### config.mk
export PLATFORM = sky130hd
export DESIGN_NAME = act_clock_tree
export DESIGN_NICKNAME = d
export VERILOG_FILES = /design/src/pkg/act_pkg.sv /design/src/rtl/act_clock_tree.sv /design/src/rtl/act_divider.sv
export SDC_FILE = /design/constraint.sdc
export NUM_CORES = 1
export LEC_CHECK = 0
export BUFFER_PORTS_ARGS = -buffer_cell sky130_fd_sc_hd__buf_2
export CORE_ASPECT_RATIO = 0.75
export CORE_UTILIZATION = 45
export DETAILED_ROUTE_END_ITERATION = 16
export GPL_TIMING_DRIVEN = 0
export SLEW_MARGIN = 20
export SYNTH_ARGS = -nofsm -noshare
export SYNTH_HDL_FRONTEND = slang
export SYNTH_SLANG_ARGS = --single-unit
### constraint.sdc
create_clock -name sys_clk -period 5.4 [get_ports sys_clk]
set_input_delay 0.54 -clock sys_clk [delete_from_list [all_inputs] [get_ports sys_clk]]
set_output_delay 0.54 -clock sys_clk [all_outputs]
set_load 0.01 [all_outputs]
### src/pkg/act_pkg.sv
// constants and types shared by the audio clock tree
package act_pkg;

    // register offsets
    localparam logic [7:0] ADDR_ROOT_SRC   = 8'h04;
    localparam logic [7:0] ADDR_FIRST_DIV  = 8'h0b;
    localparam logic [7:0] ADDR_SECOND_DIV = 8'h0c;
    localparam logic [7:0] ADDR_OSR_HIGH   = 8'h0d;
    localparam logic [7:0] ADDR_OSR_LOW    = 8'h0e;
    localparam logic [7:0] ADDR_COUT_SRC   = 8'h19;
    localparam logic [7:0] ADDR_COUT_DIV   = 8'h1a;
    localparam logic [7:0] ADDR_AIF_CTL    = 8'h1b;
    localparam logic [7:0] ADDR_BDIV_SRC   = 8'h1d;
    localparam logic [7:0] ADDR_BDIV_DIV   = 8'h1e;
    localparam logic [7:0] ADDR_PWR_STAT   = 8'h25;

    // writable bits of each register, the rest read as zero
    localparam logic [7:0] MASK_ROOT_SRC   = 8'h03;
    localparam logic [7:0] MASK_DIV        = 8'hff;
    localparam logic [7:0] MASK_OSR_HIGH   = 8'h03;
    localparam logic [7:0] MASK_OSR_LOW    = 8'hff;
    localparam logic [7:0] MASK_COUT_SRC   = 8'h07;
    localparam logic [7:0] MASK_AIF_CTL    = 8'hff;
    localparam logic [7:0] MASK_BDIV_SRC   = 8'h03;

    // field positions
    localparam int DIV_EN_BIT       = 7;
    localparam int BCLK_MASTER_BIT  = 3;
    localparam int PWR_DAC_BIT      = 7;
    localparam int PWR_MOD_BIT      = 3;

    // reset values
    localparam logic [7:0] RST_ROOT_SRC   = 8'h00;
    localparam logic [7:0] RST_FIRST_DIV  = 8'h01;
    localparam logic [7:0] RST_SECOND_DIV = 8'h01;
    localparam logic [7:0] RST_OSR_HIGH   = 8'h00;
    localparam logic [7:0] RST_OSR_LOW    = 8'h80;
    localparam logic [7:0] RST_COUT_SRC   = 8'h00;
    localparam logic [7:0] RST_COUT_DIV   = 8'h01;
    localparam logic [7:0] RST_AIF_CTL    = 8'h00;
    localparam logic [7:0] RST_BDIV_SRC   = 8'h00;
    localparam logic [7:0] RST_BDIV_DIV   = 8'h01;

    // root source codes
    localparam logic [1:0] ROOT_REF_PIN = 2'h0;
    localparam logic [1:0] ROOT_BIT_CLK = 2'h1;
    localparam logic [1:0] ROOT_GP_PIN  = 2'h2;
    localparam logic [1:0] ROOT_PLL     = 2'h3;

    // bit divider source codes
    localparam logic [1:0] BDIV_DSP     = 2'h0;
    localparam logic [1:0] BDIV_MOD     = 2'h1;

    // clock output divider source codes
    localparam logic [2:0] COUT_REF_PIN = 3'h0;
    localparam logic [2:0] COUT_BIT_CLK = 3'h1;
    localparam logic [2:0] COUT_PLL     = 3'h2;
    localparam logic [2:0] COUT_ROOT    = 3'h3;
    localparam logic [2:0] COUT_DSP     = 3'h4;
    localparam logic [2:0] COUT_MOD     = 3'h5;

    // power sequencing, counted in modulator clock ticks
    localparam logic [7:0] PWR_UP_STEPS   = 8'h08;
    localparam logic [7:0] PWR_DOWN_STEPS = 8'h10;
    localparam logic [7:0] PWR_MOD_OFF_AT = 8'h08;

    typedef enum logic [1:0] {
        PWR_OFF  = 2'b00,
        PWR_RISE = 2'b01,
        PWR_ON   = 2'b10,
        PWR_FALL = 2'b11
    } act_pwr_state_t;

endpackage

### src/rtl/act_clock_tree.sv
// audio dac clock tree: root select, cascaded dividers, pin dividers
//
// Behaviour
// - root clock picked by two-bit source field
// - modulator is root over first times second
// - seven-bit divider fields, split ten-bit oversampling
// - dac power-down runs internal shutdown sequence
// - two power flags; disable second then first
// - bit clock pin driven divided when master
// - bit divider input: dsp or modulator clock
// - general-purpose pin drives divided output clock
// - three-bit field picks clock output source
`timescale 1ns/100ps
module act_clock_tree (
    // clock and reset
    input  wire logic       sys_clk,
    input  wire logic       rst,
    // register port
    input  wire logic [7:0] reg_addr,
    input  wire logic [7:0] reg_wdata,
    input  wire logic       reg_wr,
    input  wire logic       reg_rd,
    output logic      [7:0] reg_rdata,
    // reference clock inputs
    input  wire logic       ref_clk_pin,
    input  wire logic       bit_clock_in,
    input  wire logic       general_purpose_pin_in,
    input  wire logic       pll_clk,
    // pin drivers
    output logic            bit_clock_out,
    output logic            bit_clock_oe,
    output logic            general_purpose_pin_out,
    output logic            general_purpose_pin_oe,
    // dac power
    input  wire logic       dac_power_up,
    output logic            dac_powered,
    // clock enables to the datapath
    output logic            root_audio_clock_tick,
    output logic            dsp_clock_tick,
    output logic            modulator_clock_tick,
    output logic            sample_rate_tick
);

    typedef struct packed {
        logic [7:0]              root_sel;
        logic [7:0]              first_ctl;
        logic [7:0]              second_ctl;
        logic [7:0]              osr_hi;
        logic [7:0]              osr_lo;
        logic [7:0]              cout_sel;
        logic [7:0]              cout_div;
        logic [7:0]              aif_ctl;
        logic [7:0]              bdiv_sel;
        logic [7:0]              bdiv_div;
        logic [7:0]              rdata;
        logic [3:0]              pin_prev;
        logic [3:0]              pin_rise;
        act_pkg::act_pwr_state_t pwr;
        logic [7:0]              step_cnt;
        logic                    dac_flag;
        logic                    mod_flag;
    } act_state_t;

    act_state_t st_reg;
    act_state_t st_next;

    logic [3:0] pins;
    logic       root_tick;
    logic       dsp_tick;
    logic       mod_tick;
    logic       fs_tick;
    logic       bdiv_in;
    logic       cout_in;
    logic       bclk_level;
    logic       cout_level;
    logic [7:0] pwr_status;

    assign pins = {pll_clk, general_purpose_pin_in, bit_clock_in,
                   ref_clk_pin};

    // pin order matches the root select codes
    // the switch is not glitch-free: a tick of the old source and one
    // of the new may land in adjacent cycles
    assign root_tick = st_reg.pin_rise[st_reg.root_sel[1:0]];

    // bit divider source
    // codes 10 and 11 fall back to the dsp clock
    always_comb begin
        case (st_reg.bdiv_sel[1:0])
            act_pkg::BDIV_DSP: bdiv_in = dsp_tick;
            act_pkg::BDIV_MOD: bdiv_in = mod_tick;
            default:           bdiv_in = dsp_tick;
        endcase
    end

    // clock output divider source
    always_comb begin
        case (st_reg.cout_sel[2:0])
            act_pkg::COUT_REF_PIN: cout_in = st_reg.pin_rise[0];
            act_pkg::COUT_BIT_CLK: cout_in = st_reg.pin_rise[1];
            act_pkg::COUT_PLL:     cout_in = st_reg.pin_rise[3];
            act_pkg::COUT_ROOT:    cout_in = root_tick;
            act_pkg::COUT_DSP:     cout_in = dsp_tick;
            act_pkg::COUT_MOD:     cout_in = mod_tick;
            default:               cout_in = root_tick;
        endcase
    end

    // cascade: root -> first -> second -> oversampling
    act_divider #(.W(7)) u_first (
        .sys_clk   (sys_clk),
        .rst       (rst),
        .enable    (st_reg.first_ctl[act_pkg::DIV_EN_BIT]),
        .div_val   (st_reg.first_ctl[6:0]),
        .tick_in   (root_tick),
        .tick_out  (dsp_tick),
        .clk_level ()
    );

    act_divider #(.W(7)) u_second (
        .sys_clk   (sys_clk),
        .rst       (rst),
        .enable    (st_reg.second_ctl[act_pkg::DIV_EN_BIT]),
        .div_val   (st_reg.second_ctl[6:0]),
        .tick_in   (dsp_tick),
        .tick_out  (mod_tick),
        .clk_level ()
    );

    // no enable of its own: it idles whenever the modulator ticks stop
    act_divider #(.W(10)) u_osr (
        .sys_clk   (sys_clk),
        .rst       (rst),
        .enable    (1'b1),
        .div_val   ({st_reg.osr_hi[1:0], st_reg.osr_lo}),
        .tick_in   (mod_tick),
        .tick_out  (fs_tick),
        .clk_level ()
    );

    act_divider #(.W(7)) u_bdiv (
        .sys_clk   (sys_clk),
        .rst       (rst),
        .enable    (st_reg.bdiv_div[act_pkg::DIV_EN_BIT]),
        .div_val   (st_reg.bdiv_div[6:0]),
        .tick_in   (bdiv_in),
        .tick_out  (),
        .clk_level (bclk_level)
    );

    act_divider #(.W(7)) u_cout (
        .sys_clk   (sys_clk),
        .rst       (rst),
        .enable    (st_reg.cout_div[act_pkg::DIV_EN_BIT]),
        .div_val   (st_reg.cout_div[6:0]),
        .tick_in   (cout_in),
        .tick_out  (),
        .clk_level (cout_level)
    );

    // both flags sit at their fixed status bit positions
    always_comb begin
        pwr_status                       = 8'h00;
        pwr_status[act_pkg::PWR_DAC_BIT] = st_reg.dac_flag;
        pwr_status[act_pkg::PWR_MOD_BIT] = st_reg.mod_flag;
    end

    always_comb begin
        st_next          = st_reg;
        st_next.pin_prev = pins;
        // inputs are synchronous, so a plain edge detect suffices
        st_next.pin_rise = pins & ~st_reg.pin_prev;

        if (reg_wr) begin
            case (reg_addr)
                act_pkg::ADDR_ROOT_SRC:
                    st_next.root_sel = reg_wdata & act_pkg::MASK_ROOT_SRC;
                act_pkg::ADDR_FIRST_DIV:
                    st_next.first_ctl = reg_wdata & act_pkg::MASK_DIV;
                act_pkg::ADDR_SECOND_DIV:
                    st_next.second_ctl = reg_wdata & act_pkg::MASK_DIV;
                act_pkg::ADDR_OSR_HIGH:
                    st_next.osr_hi = reg_wdata & act_pkg::MASK_OSR_HIGH;
                act_pkg::ADDR_OSR_LOW:
                    st_next.osr_lo = reg_wdata & act_pkg::MASK_OSR_LOW;
                act_pkg::ADDR_COUT_SRC:
                    st_next.cout_sel = reg_wdata & act_pkg::MASK_COUT_SRC;
                act_pkg::ADDR_COUT_DIV:
                    st_next.cout_div = reg_wdata & act_pkg::MASK_DIV;
                act_pkg::ADDR_AIF_CTL:
                    st_next.aif_ctl = reg_wdata & act_pkg::MASK_AIF_CTL;
                act_pkg::ADDR_BDIV_SRC:
                    st_next.bdiv_sel = reg_wdata & act_pkg::MASK_BDIV_SRC;
                act_pkg::ADDR_BDIV_DIV:
                    st_next.bdiv_div = reg_wdata & act_pkg::MASK_DIV;
                default: ;
            endcase
        end

        // a read in the cycle of a write returns the old value
        if (reg_rd) begin
            case (reg_addr)
                act_pkg::ADDR_ROOT_SRC:   st_next.rdata = st_reg.root_sel;
                act_pkg::ADDR_FIRST_DIV:  st_next.rdata = st_reg.first_ctl;
                act_pkg::ADDR_SECOND_DIV: st_next.rdata = st_reg.second_ctl;
                act_pkg::ADDR_OSR_HIGH:   st_next.rdata = st_reg.osr_hi;
                act_pkg::ADDR_OSR_LOW:    st_next.rdata = st_reg.osr_lo;
                act_pkg::ADDR_COUT_SRC:   st_next.rdata = st_reg.cout_sel;
                act_pkg::ADDR_COUT_DIV:   st_next.rdata = st_reg.cout_div;
                act_pkg::ADDR_AIF_CTL:    st_next.rdata = st_reg.aif_ctl;
                act_pkg::ADDR_BDIV_SRC:   st_next.rdata = st_reg.bdiv_sel;
                act_pkg::ADDR_BDIV_DIV:   st_next.rdata = st_reg.bdiv_div;
                act_pkg::ADDR_PWR_STAT:   st_next.rdata = pwr_status;
                default:                  st_next.rdata = 8'h00;
            endcase
        end

        // steps advance on modulator ticks only: if software stops the
        // dividers mid-sequence the dac stalls instead of shutting down
        if (mod_tick) begin
            st_next.step_cnt = st_reg.step_cnt + 8'h01;
        end
        case (st_reg.pwr)
            act_pkg::PWR_OFF: begin
                st_next.step_cnt = 8'h00;
                if (dac_power_up) begin
                    st_next.pwr = act_pkg::PWR_RISE;
                end
            end
            act_pkg::PWR_RISE: begin
                if (!dac_power_up) begin
                    st_next.pwr      = act_pkg::PWR_FALL;
                    st_next.step_cnt = 8'h00;
                end else if (st_reg.step_cnt >= act_pkg::PWR_UP_STEPS) begin
                    st_next.pwr      = act_pkg::PWR_ON;
                    st_next.dac_flag = 1'b1;
                    st_next.mod_flag = 1'b1;
                end
            end
            act_pkg::PWR_ON: begin
                st_next.step_cnt = 8'h00;
                if (!dac_power_up) begin
                    st_next.pwr = act_pkg::PWR_FALL;
                end
            end
            act_pkg::PWR_FALL: begin
                if (st_reg.step_cnt >= act_pkg::PWR_MOD_OFF_AT) begin
                    st_next.mod_flag = 1'b0;
                end
                if (st_reg.step_cnt >= act_pkg::PWR_DOWN_STEPS) begin
                    st_next.pwr      = act_pkg::PWR_OFF;
                    st_next.dac_flag = 1'b0;
                    st_next.mod_flag = 1'b0;
                end
            end
            default: begin
                st_next.pwr = act_pkg::PWR_OFF;
            end
        endcase
    end

    always_ff @(posedge sys_clk or posedge rst) begin
        if (rst) begin
            st_reg            <= '0;
            st_reg.root_sel   <= act_pkg::RST_ROOT_SRC;
            st_reg.first_ctl  <= act_pkg::RST_FIRST_DIV;
            st_reg.second_ctl <= act_pkg::RST_SECOND_DIV;
            st_reg.osr_hi     <= act_pkg::RST_OSR_HIGH;
            st_reg.osr_lo     <= act_pkg::RST_OSR_LOW;
            st_reg.cout_sel   <= act_pkg::RST_COUT_SRC;
            st_reg.cout_div   <= act_pkg::RST_COUT_DIV;
            st_reg.aif_ctl    <= act_pkg::RST_AIF_CTL;
            st_reg.bdiv_sel   <= act_pkg::RST_BDIV_SRC;
            st_reg.bdiv_div   <= act_pkg::RST_BDIV_DIV;
            st_reg.pwr        <= act_pkg::PWR_OFF;
        end else begin
            st_reg <= st_next;
        end
    end

    assign reg_rdata = st_reg.rdata;

    // pin drivers follow divider levels, which are flip-flops
    assign bit_clock_oe  = st_reg.aif_ctl[act_pkg::BCLK_MASTER_BIT];
    assign bit_clock_out = bclk_level & bit_clock_oe;
    // the gp pin is claimed whenever its divider is enabled
    assign general_purpose_pin_oe  = st_reg.cout_div[act_pkg::DIV_EN_BIT];
    assign general_purpose_pin_out = cout_level;

    assign dac_powered           = st_reg.dac_flag;
    assign root_audio_clock_tick = root_tick;
    assign dsp_clock_tick        = dsp_tick;
    assign modulator_clock_tick  = mod_tick;
    assign sample_rate_tick      = fs_tick;

endmodule // act_clock_tree

### src/rtl/act_divider.sv
// programmable tick divider with a square-wave level output
`timescale 1ns/100ps
module act_divider #(
    parameter int W = 7
) (
    // clock and reset
    input  wire logic         sys_clk,
    input  wire logic         rst,
    // control
    input  wire logic         enable,
    input  wire logic [W-1:0] div_val,
    // ticks
    input  wire logic         tick_in,
    output logic              tick_out,
    output logic              clk_level
);

    typedef struct packed {
        logic [W:0] cnt;
        logic       tick;
        logic       level;
    } act_div_state_t;

    act_div_state_t st_reg;
    act_div_state_t st_next;

    // all-zeros code means the largest ratio
    function automatic logic [W:0] ratio(input logic [W-1:0] v);
        ratio = (v == '0) ? (W+1)'(1 << W) : {1'b0, v};
    endfunction

    logic [W:0] n;
    logic [W:0] half;

    assign n    = ratio(div_val);
    assign half = (W+1)'((n + (W+1)'(1)) >> 1);

    always_comb begin
        st_next      = st_reg;
        st_next.tick = 1'b0;
        if (!enable) begin
            st_next.cnt   = '0;
            st_next.level = 1'b0;
        end else begin
            if (tick_in) begin
                if (st_reg.cnt >= n - (W+1)'(1)) begin
                    st_next.cnt  = '0;
                    st_next.tick = 1'b1;
                end else begin
                    st_next.cnt = st_reg.cnt + (W+1)'(1);
                end
            end
            // divide by one cannot toggle at sys_clk rate: level stays high
            st_next.level = (st_next.cnt < half);
        end
    end

    always_ff @(posedge sys_clk or posedge rst) begin
        if (rst) begin
            st_reg <= '0;
        end else begin
            st_reg <= st_next;
        end
    end

    assign tick_out  = st_reg.tick;
    assign clk_level = st_reg.level;

endmodule // act_divider

# Word-level counts from Yosys, hierarchy flattened
# Cells that the tools add are included.
[totals] input_bits=25 word_cells=152 regBits=133 output_inout_bits=17
[classes] magnitude_cmp=10 addsub=13 muxes=49 eq_ne=28 n_reduce_logical=22 n_bitwise=3
[op_table] operator="$mux 8" n=14
[op_table] operator="$pmux 8 s11" n=1
[op_table] operator="$add 8x1->8 const B" n=7
[op_table] operator="$mux 9" n=6
[op_table] operator="$eq 8x5->1 const B" n=5
[op_table] operator="$eq 8x4->1 const B" n=4
[op_table] operator="$ge 8x8->1" n=4
[op_table] operator="$sub 8x1->8 const B" n=4
[op_table] operator="$logic_not 7->1" n=4
[op_table] operator="$mux 11" n=2
[op_table] operator="$reduce_and 2->1" n=10
[op_table] operator="$lt 8x7->1" n=2
[op_table] operator="$mux 2" n=8
[op_table] operator="$pmux 8 s2" n=1
[op_table] operator="$mux 1" n=13
[op_table] operator="$ne 2x2->1 const B" n=6
[op_table] operator="$reduce_and 4->1" n=3
[op_table] operator="$add 11x1->11 const B" n=1
[op_table] operator="$ge 11x11->1" n=1
[op_table] operator="$sub 11x1->11 const B" n=1
[op_table] operator="$logic_not 10->1" n=1
[op_table] operator="$eq 8x3->1 const B" n=1
[op_table] operator="$eq 8x6->1 const B" n=1
[op_table] operator="$ge 8x4->1 const B" n=1
[op_table] operator="20 further kinds" n=24

# Depth between registers and ports, before layout
[logic_depth] word_depth=9 mapped_depth=21 mapped_depth_nobuf=20

# By module
# From an unflattened synthesis, not the netlist that was laid out.
[unflattened] cells_unflattened=1014 hier_area_um2=10306.1
[modules_own_cells] module="act_clock_tree" area_each_um2=4134.0 cells_per_inst=337 seq_area_each_um2=2133.3 instances=1
[modules_own_cells] module="act_divider at u_bdiv ..." area_each_um2=1159.9 cells_per_inst=124 seq_area_each_um2=250.2 instances=3
[modules_own_cells] module="act_divider at u_osr" area_each_um2=1512.7 cells_per_inst=181 seq_area_each_um2=325.3 instances=1
[modules_own_cells] module="act_divider at u_cout" area_each_um2=1179.9 cells_per_inst=124 seq_area_each_um2=250.2 instances=1

# Least setup slack after synthesis
# No wires, ideal clock.
[synth_path] path_kind="reg2reg" startpoint="register st_reg[29] in the netlist's numbering" endpoint="register u_bdiv.st_reg (netlist bit u_bdiv.clk_level)" stages_incl_launch_ff=21 required_time_ps=5333 synth_period_minus_slack_ps=4778 setup_ps=67 arrival_time_ps=4711 slack_ps=622 path_buffers=1 path_cell_list="dfrtp_1 inv_1 ha_1 or3b_4 or4_4 a21boi_4 nor3_4 xor2_1 or4_1 ha_1 o2111ai_1 o31a_1 buf_2 o21ai_0 nand2_1 ha_1 or4b_2 a21oi_1 o21ai_0 a41o_1 and3b_1"
[synth_rtl] item="start: declaration" line="act_clock_tree.sv:64" text="act_state_t st_reg;"
[synth_rtl] item="start signal: assignment" line="act_clock_tree.sv:277" text="st_reg <= st_next;"
[synth_rtl] item="end signal: assignment" line="act_divider.sv:62" text="st_reg <= st_next;"
[synth_rtl] item="end: declaration" line="act_divider.sv:24" text="act_div_state_t st_reg;"

==> results <==
- The flow ran to the end, and the final reports show no timing, DRC or antenna violations.
- The routed design could run at a clock period as short as 5.14 ns.
- The maximum clock rate is 0.195 GHz.
- The register with the most flip-flops in the layout has 73 of them.
- The number of register bits inferred by synthesis is 133.
- The post-synthesis area per instance is 9.71 µm².
- Counting distinct cell types in the post-synthesis netlist gives 76.
- Detailed routing inserted a total of 6894 vias.
- The signal on the critical path passes through inv_2, ha_1, or3b_4, or4_4, a21boi_4, nor3_4, xor2_1, or4_1, ha_1, o2111ai_1, o31a_1, buf_2, o21ai_0, nand2_1, ha_1, or4b_2, a21oi_2, o21ai_0, a41o_1, and3b_1.
- In this run the core area contains 43 standard-cell rows.
- With fillers left out, the area of the finished cells amounts to 0.0100 mm².
- The completed layout was analyzed and its total power is 0.00277 W.
- Including well taps, the total number of placed cells is 1194.
- The number of global-route vias before repair is 6565.
- The warning count from the yosys run is 0.
- Across the run, the number of max-cap violations was 0.
- The number of CTS-inserted buffers is 17.
- For this design the static power due to leakage is 4.67 nW.
- After clock tree synthesis, the clock-pin slew on the worst setup and hold paths is 0.06 ns.
- The floorplan step defined a core boundary enclosing 0.0188 mm².
- Summing the sequential cell areas from Yosys gives 37.7% of the chip area.
- The final RePlAce weighted congestion is 0.926.
- The buffer and inverter count on the worst path is 2.
- The via density per instance is 5.61.
- The total of buffers placed on input and output ports is 36.
- For this configuration, the core starts out at a cell density of 46.9%.
- The floorplan die width is 164 µm.
- Along the worst path, the maximum fanout reaches 10.
- On the worst path, the slowest cell contributes a delay of 0.68 ns.
- Leaving out filler cells and counting taps, the final layout contains 1228.
- The critical path is of the reg -> reg type.
- At the worst endpoint, the required time is 5.76 ns.
- STA classifies the critical path endpoint as a flop.
- The leading register cell type out of synthesis is sky130_fd_sc_hd__dfrtp_1.
- In this run the vertical extent of the chip is 123 µm.
- In the global route stage, overall resource usage came out at 23.1%.
- The cell with the largest stage delay on the worst path is sky130_fd_sc_hd__or4b_2.
- The setup violation total in the final timing report is 0.
- The top-level I/O count is 42.
- The global routing met1 resource utilization is 35.9%.
- The H-tree generated during clock tree synthesis spans 4 levels.
- For the pin with the worst max-slew slack, the measured transition is 0.795 ns.
- The largest net degree at the start of global routing is 76.
- The path category of the worst min-delay check is in -> async.
- The routed wirelength normalized by instance count is 17.7 µm.
- The area added between synthesis and finish is 13.7%.
- The part of the cycle the worst path needs is 95.2%.
- The number of standard cells after synthesis is 910.
- Global routing used 4.63% of the available met3 tracks.
- The worst slew slack as a fraction of its limit is 45.5%.
- The worst IR drop on VDD is 205 µV.
- The detailed router finished its first iteration with 479 violations.
- CTS saw 133 sinks.
- In this run the power density over the cells is 276 mW/mm².
- The post-layout net count is 1067.
- The cell family contributing the most delay on the critical path is simple AND/OR/NAND/NOR gates.
- STA classifies the critical path startpoint as a flop.
- The global-route congestion overflow total is 0.
- In this run the deepest clock path goes through 2 buffers.
- The pre-CTS worst setup slack is 0.186 ns.
- The source-to-sink clock delay at the later pin of the worst-skew pair is 0.43 ns.
- The number of pins exceeding their max-slew limit in the final report is 0.
- After detailed routing, the number of remaining DRC violations is 0.
- The TritonCTS clock tree is yes.
- The critical path's most frequent cell is sky130_fd_sc_hd__ha_1.
- The maximum clock skew at final layout is 0.00770 ns.
- The cell area after placement is 0.00936 mm².
- The number of nets produced by synthesis is 1010.
- The least setup slack across all paths after layout is 0.261 ns.
- The CTS root buffer is sky130_fd_sc_hd__clkbuf_16.
- The cell area after synthesis is 0.00884 mm².
- Setup repair after global routing left no endpoint under its margin.
- The number of enable flip-flop cells after synthesis is 0.
- The HPWL after detailed placement is 16.2 mm.
- The count of TritonRoute iterations in the first routing pass is 5.
- The wire length of the first global-routing pass is 35.6 mm.
- After synthesis, the share of flip-flops with an asynchronous set or reset is 100%.
- The number of antenna violations at the first check in global routing came to 1.
- The global routing's busiest layer is met1.
- The area of the die is 0.0202 mm².
- The hold-fix buffer count after cts is 0.
- In this run the remaining antenna-violating nets after routing total 0.
- The data arrival time of the critical path is 5.50 ns.
- The met2 demand-to-capacity share in global routing is 32.1%.
- The total length of routed wires is 21.8 mm.
- The count of final hold-check violations is 0.
- The fraction of final layout cells with drive strength greater than 1 is 18.9%.
## final timing paths
check / from / end / slack [ns] / cells after the start
setup / recovery: st_reg[29] / u_bdiv.clk_level / 0.26 / 20
hold / removal: rst / st_reg[10] / 0.13 / 2
setup reg to reg: st_reg[29] / u_bdiv.clk_level / 0.26 / 20
hold reg to reg: st_reg[16] / st_reg[12] / 0.39 / 1
max in group asynchronous: rst / st_reg[28] / 4.53 / 3
min in group sys_clk: general_purpose_pin_in / st_reg[18] / 0.23 / 1
## metrics by stage
| step | hold WS, ns | setup TNS [ns] | utilization (%) |
|---|---|---|---|
| floorplan | 0.378 | 0 | - |
| detailed placement | 0.382 | 0 | 49.7 |
| global placement | 0.382 | -61.62 | 49.5 |
| CTS | 0.147 | 0 | 53.2 |
| finish | 0.126 | 0 | 53.3 |
| global route | 0.153 | 0 | 53.3 |
## area by class of cell
| class | instances | area [µm²] |
|---|---|---|
| antenna | 1 | 2.50 |
| buffer | 44 | 229 |
| clock buffer | 19 | 453 |
| clock inverter | 13 | 204 |
| fill | 1725 | 8790 |
| inverter | 37 | 146 |
| multi-input combinational | 696 | 5150 |
| sequential | 133 | 3340 |
| tap | 247 | 309 |
| timing repair buffer | 38 | 215 |
## kinds of logic after synthesis
group / after synthesis / share of synthesized area, %
muxes: 69 / 8.78
adders and majority gates: 75 / 10.6
and+or+nand+nor: 307 / 18.7
buffers and inverters: 81 / 4.16
AOI/OAI and AO/OA: 199 / 15.4
DFF: 133 / 37.7
xor gates and xnor gates: 46 / 4.56
## cell usage after synthesis (all sizes together) (11+ instances only)
cell    count  area (µm²)
nand2b     23         144
ha         75         938
and3       14        87.6
and2       18         113
a21o       18         135
a31oi      12        75.1
inv        37         139
nand3      41         205
nor3       16         106
nor2       54         205
dfrtp     128        3200
a21oi      33         169
xor2       19         166
xnor2      27         236
a22o       11        96.3
nor2b      15        93.8
mux2       58         653
clkbuf     21        80.1
nor4       14         115
buf        23         149
o21ai      45         225
nand2      74         278
## what timing repair did
item                       4_1_cts  5_1_grt
setup endpoints to repair        0        2
gates resized for setup          0        6
hold endpoints to repair         0        0
buffers inserted                 0        1
## cell usage in the layout, fill, tap and decap left out, types with 14 or more instances in the layout
cell,netlist,layout
sky130_fd_sc_hd__nand2b_1,23,23
sky130_fd_sc_hd__a21oi_1,32,31
sky130_fd_sc_hd__ha_1,75,75
sky130_fd_sc_hd__nand2_1,74,74
sky130_fd_sc_hd__nand3_1,41,41
sky130_fd_sc_hd__clkbuf_1,20,20
sky130_fd_sc_hd__and2_1,18,18
sky130_fd_sc_hd__mux2_2,58,58
sky130_fd_sc_hd__nor2b_1,15,15
sky130_fd_sc_hd__xor2_1,19,19
sky130_fd_sc_hd__nor2_1,53,53
sky130_fd_sc_hd__xnor2_1,27,27
sky130_fd_sc_hd__o21ai_0,44,44
sky130_fd_sc_hd__a21o_1,18,18
sky130_fd_sc_hd__buf_2,11,47
sky130_fd_sc_hd__dfrtp_1,128,127
sky130_fd_sc_hd__and3_1,14,14
sky130_fd_sc_hd__inv_1,37,34
sky130_fd_sc_hd__clkbuf_16,0,17
## where the power goes
part / switching [W] / internal, W / total [W]
sequential: 0.0000424 / 0.00104 / 0.00108
combinational: 0.000226 / 0.000166 / 0.000393
clock: 0.000454 / 0.000841 / 0.00130
## layer usage
layer | part of all wire, % | vias to the layer above
met3 | 5.6 | 14
li1 | - | 3434
met5 | 0 | -
met4 | 0.86 | 0
met2 | 40 | 150
met1 | 54 | 3296
Note: power is estimated with default switching activity, not from simulation.
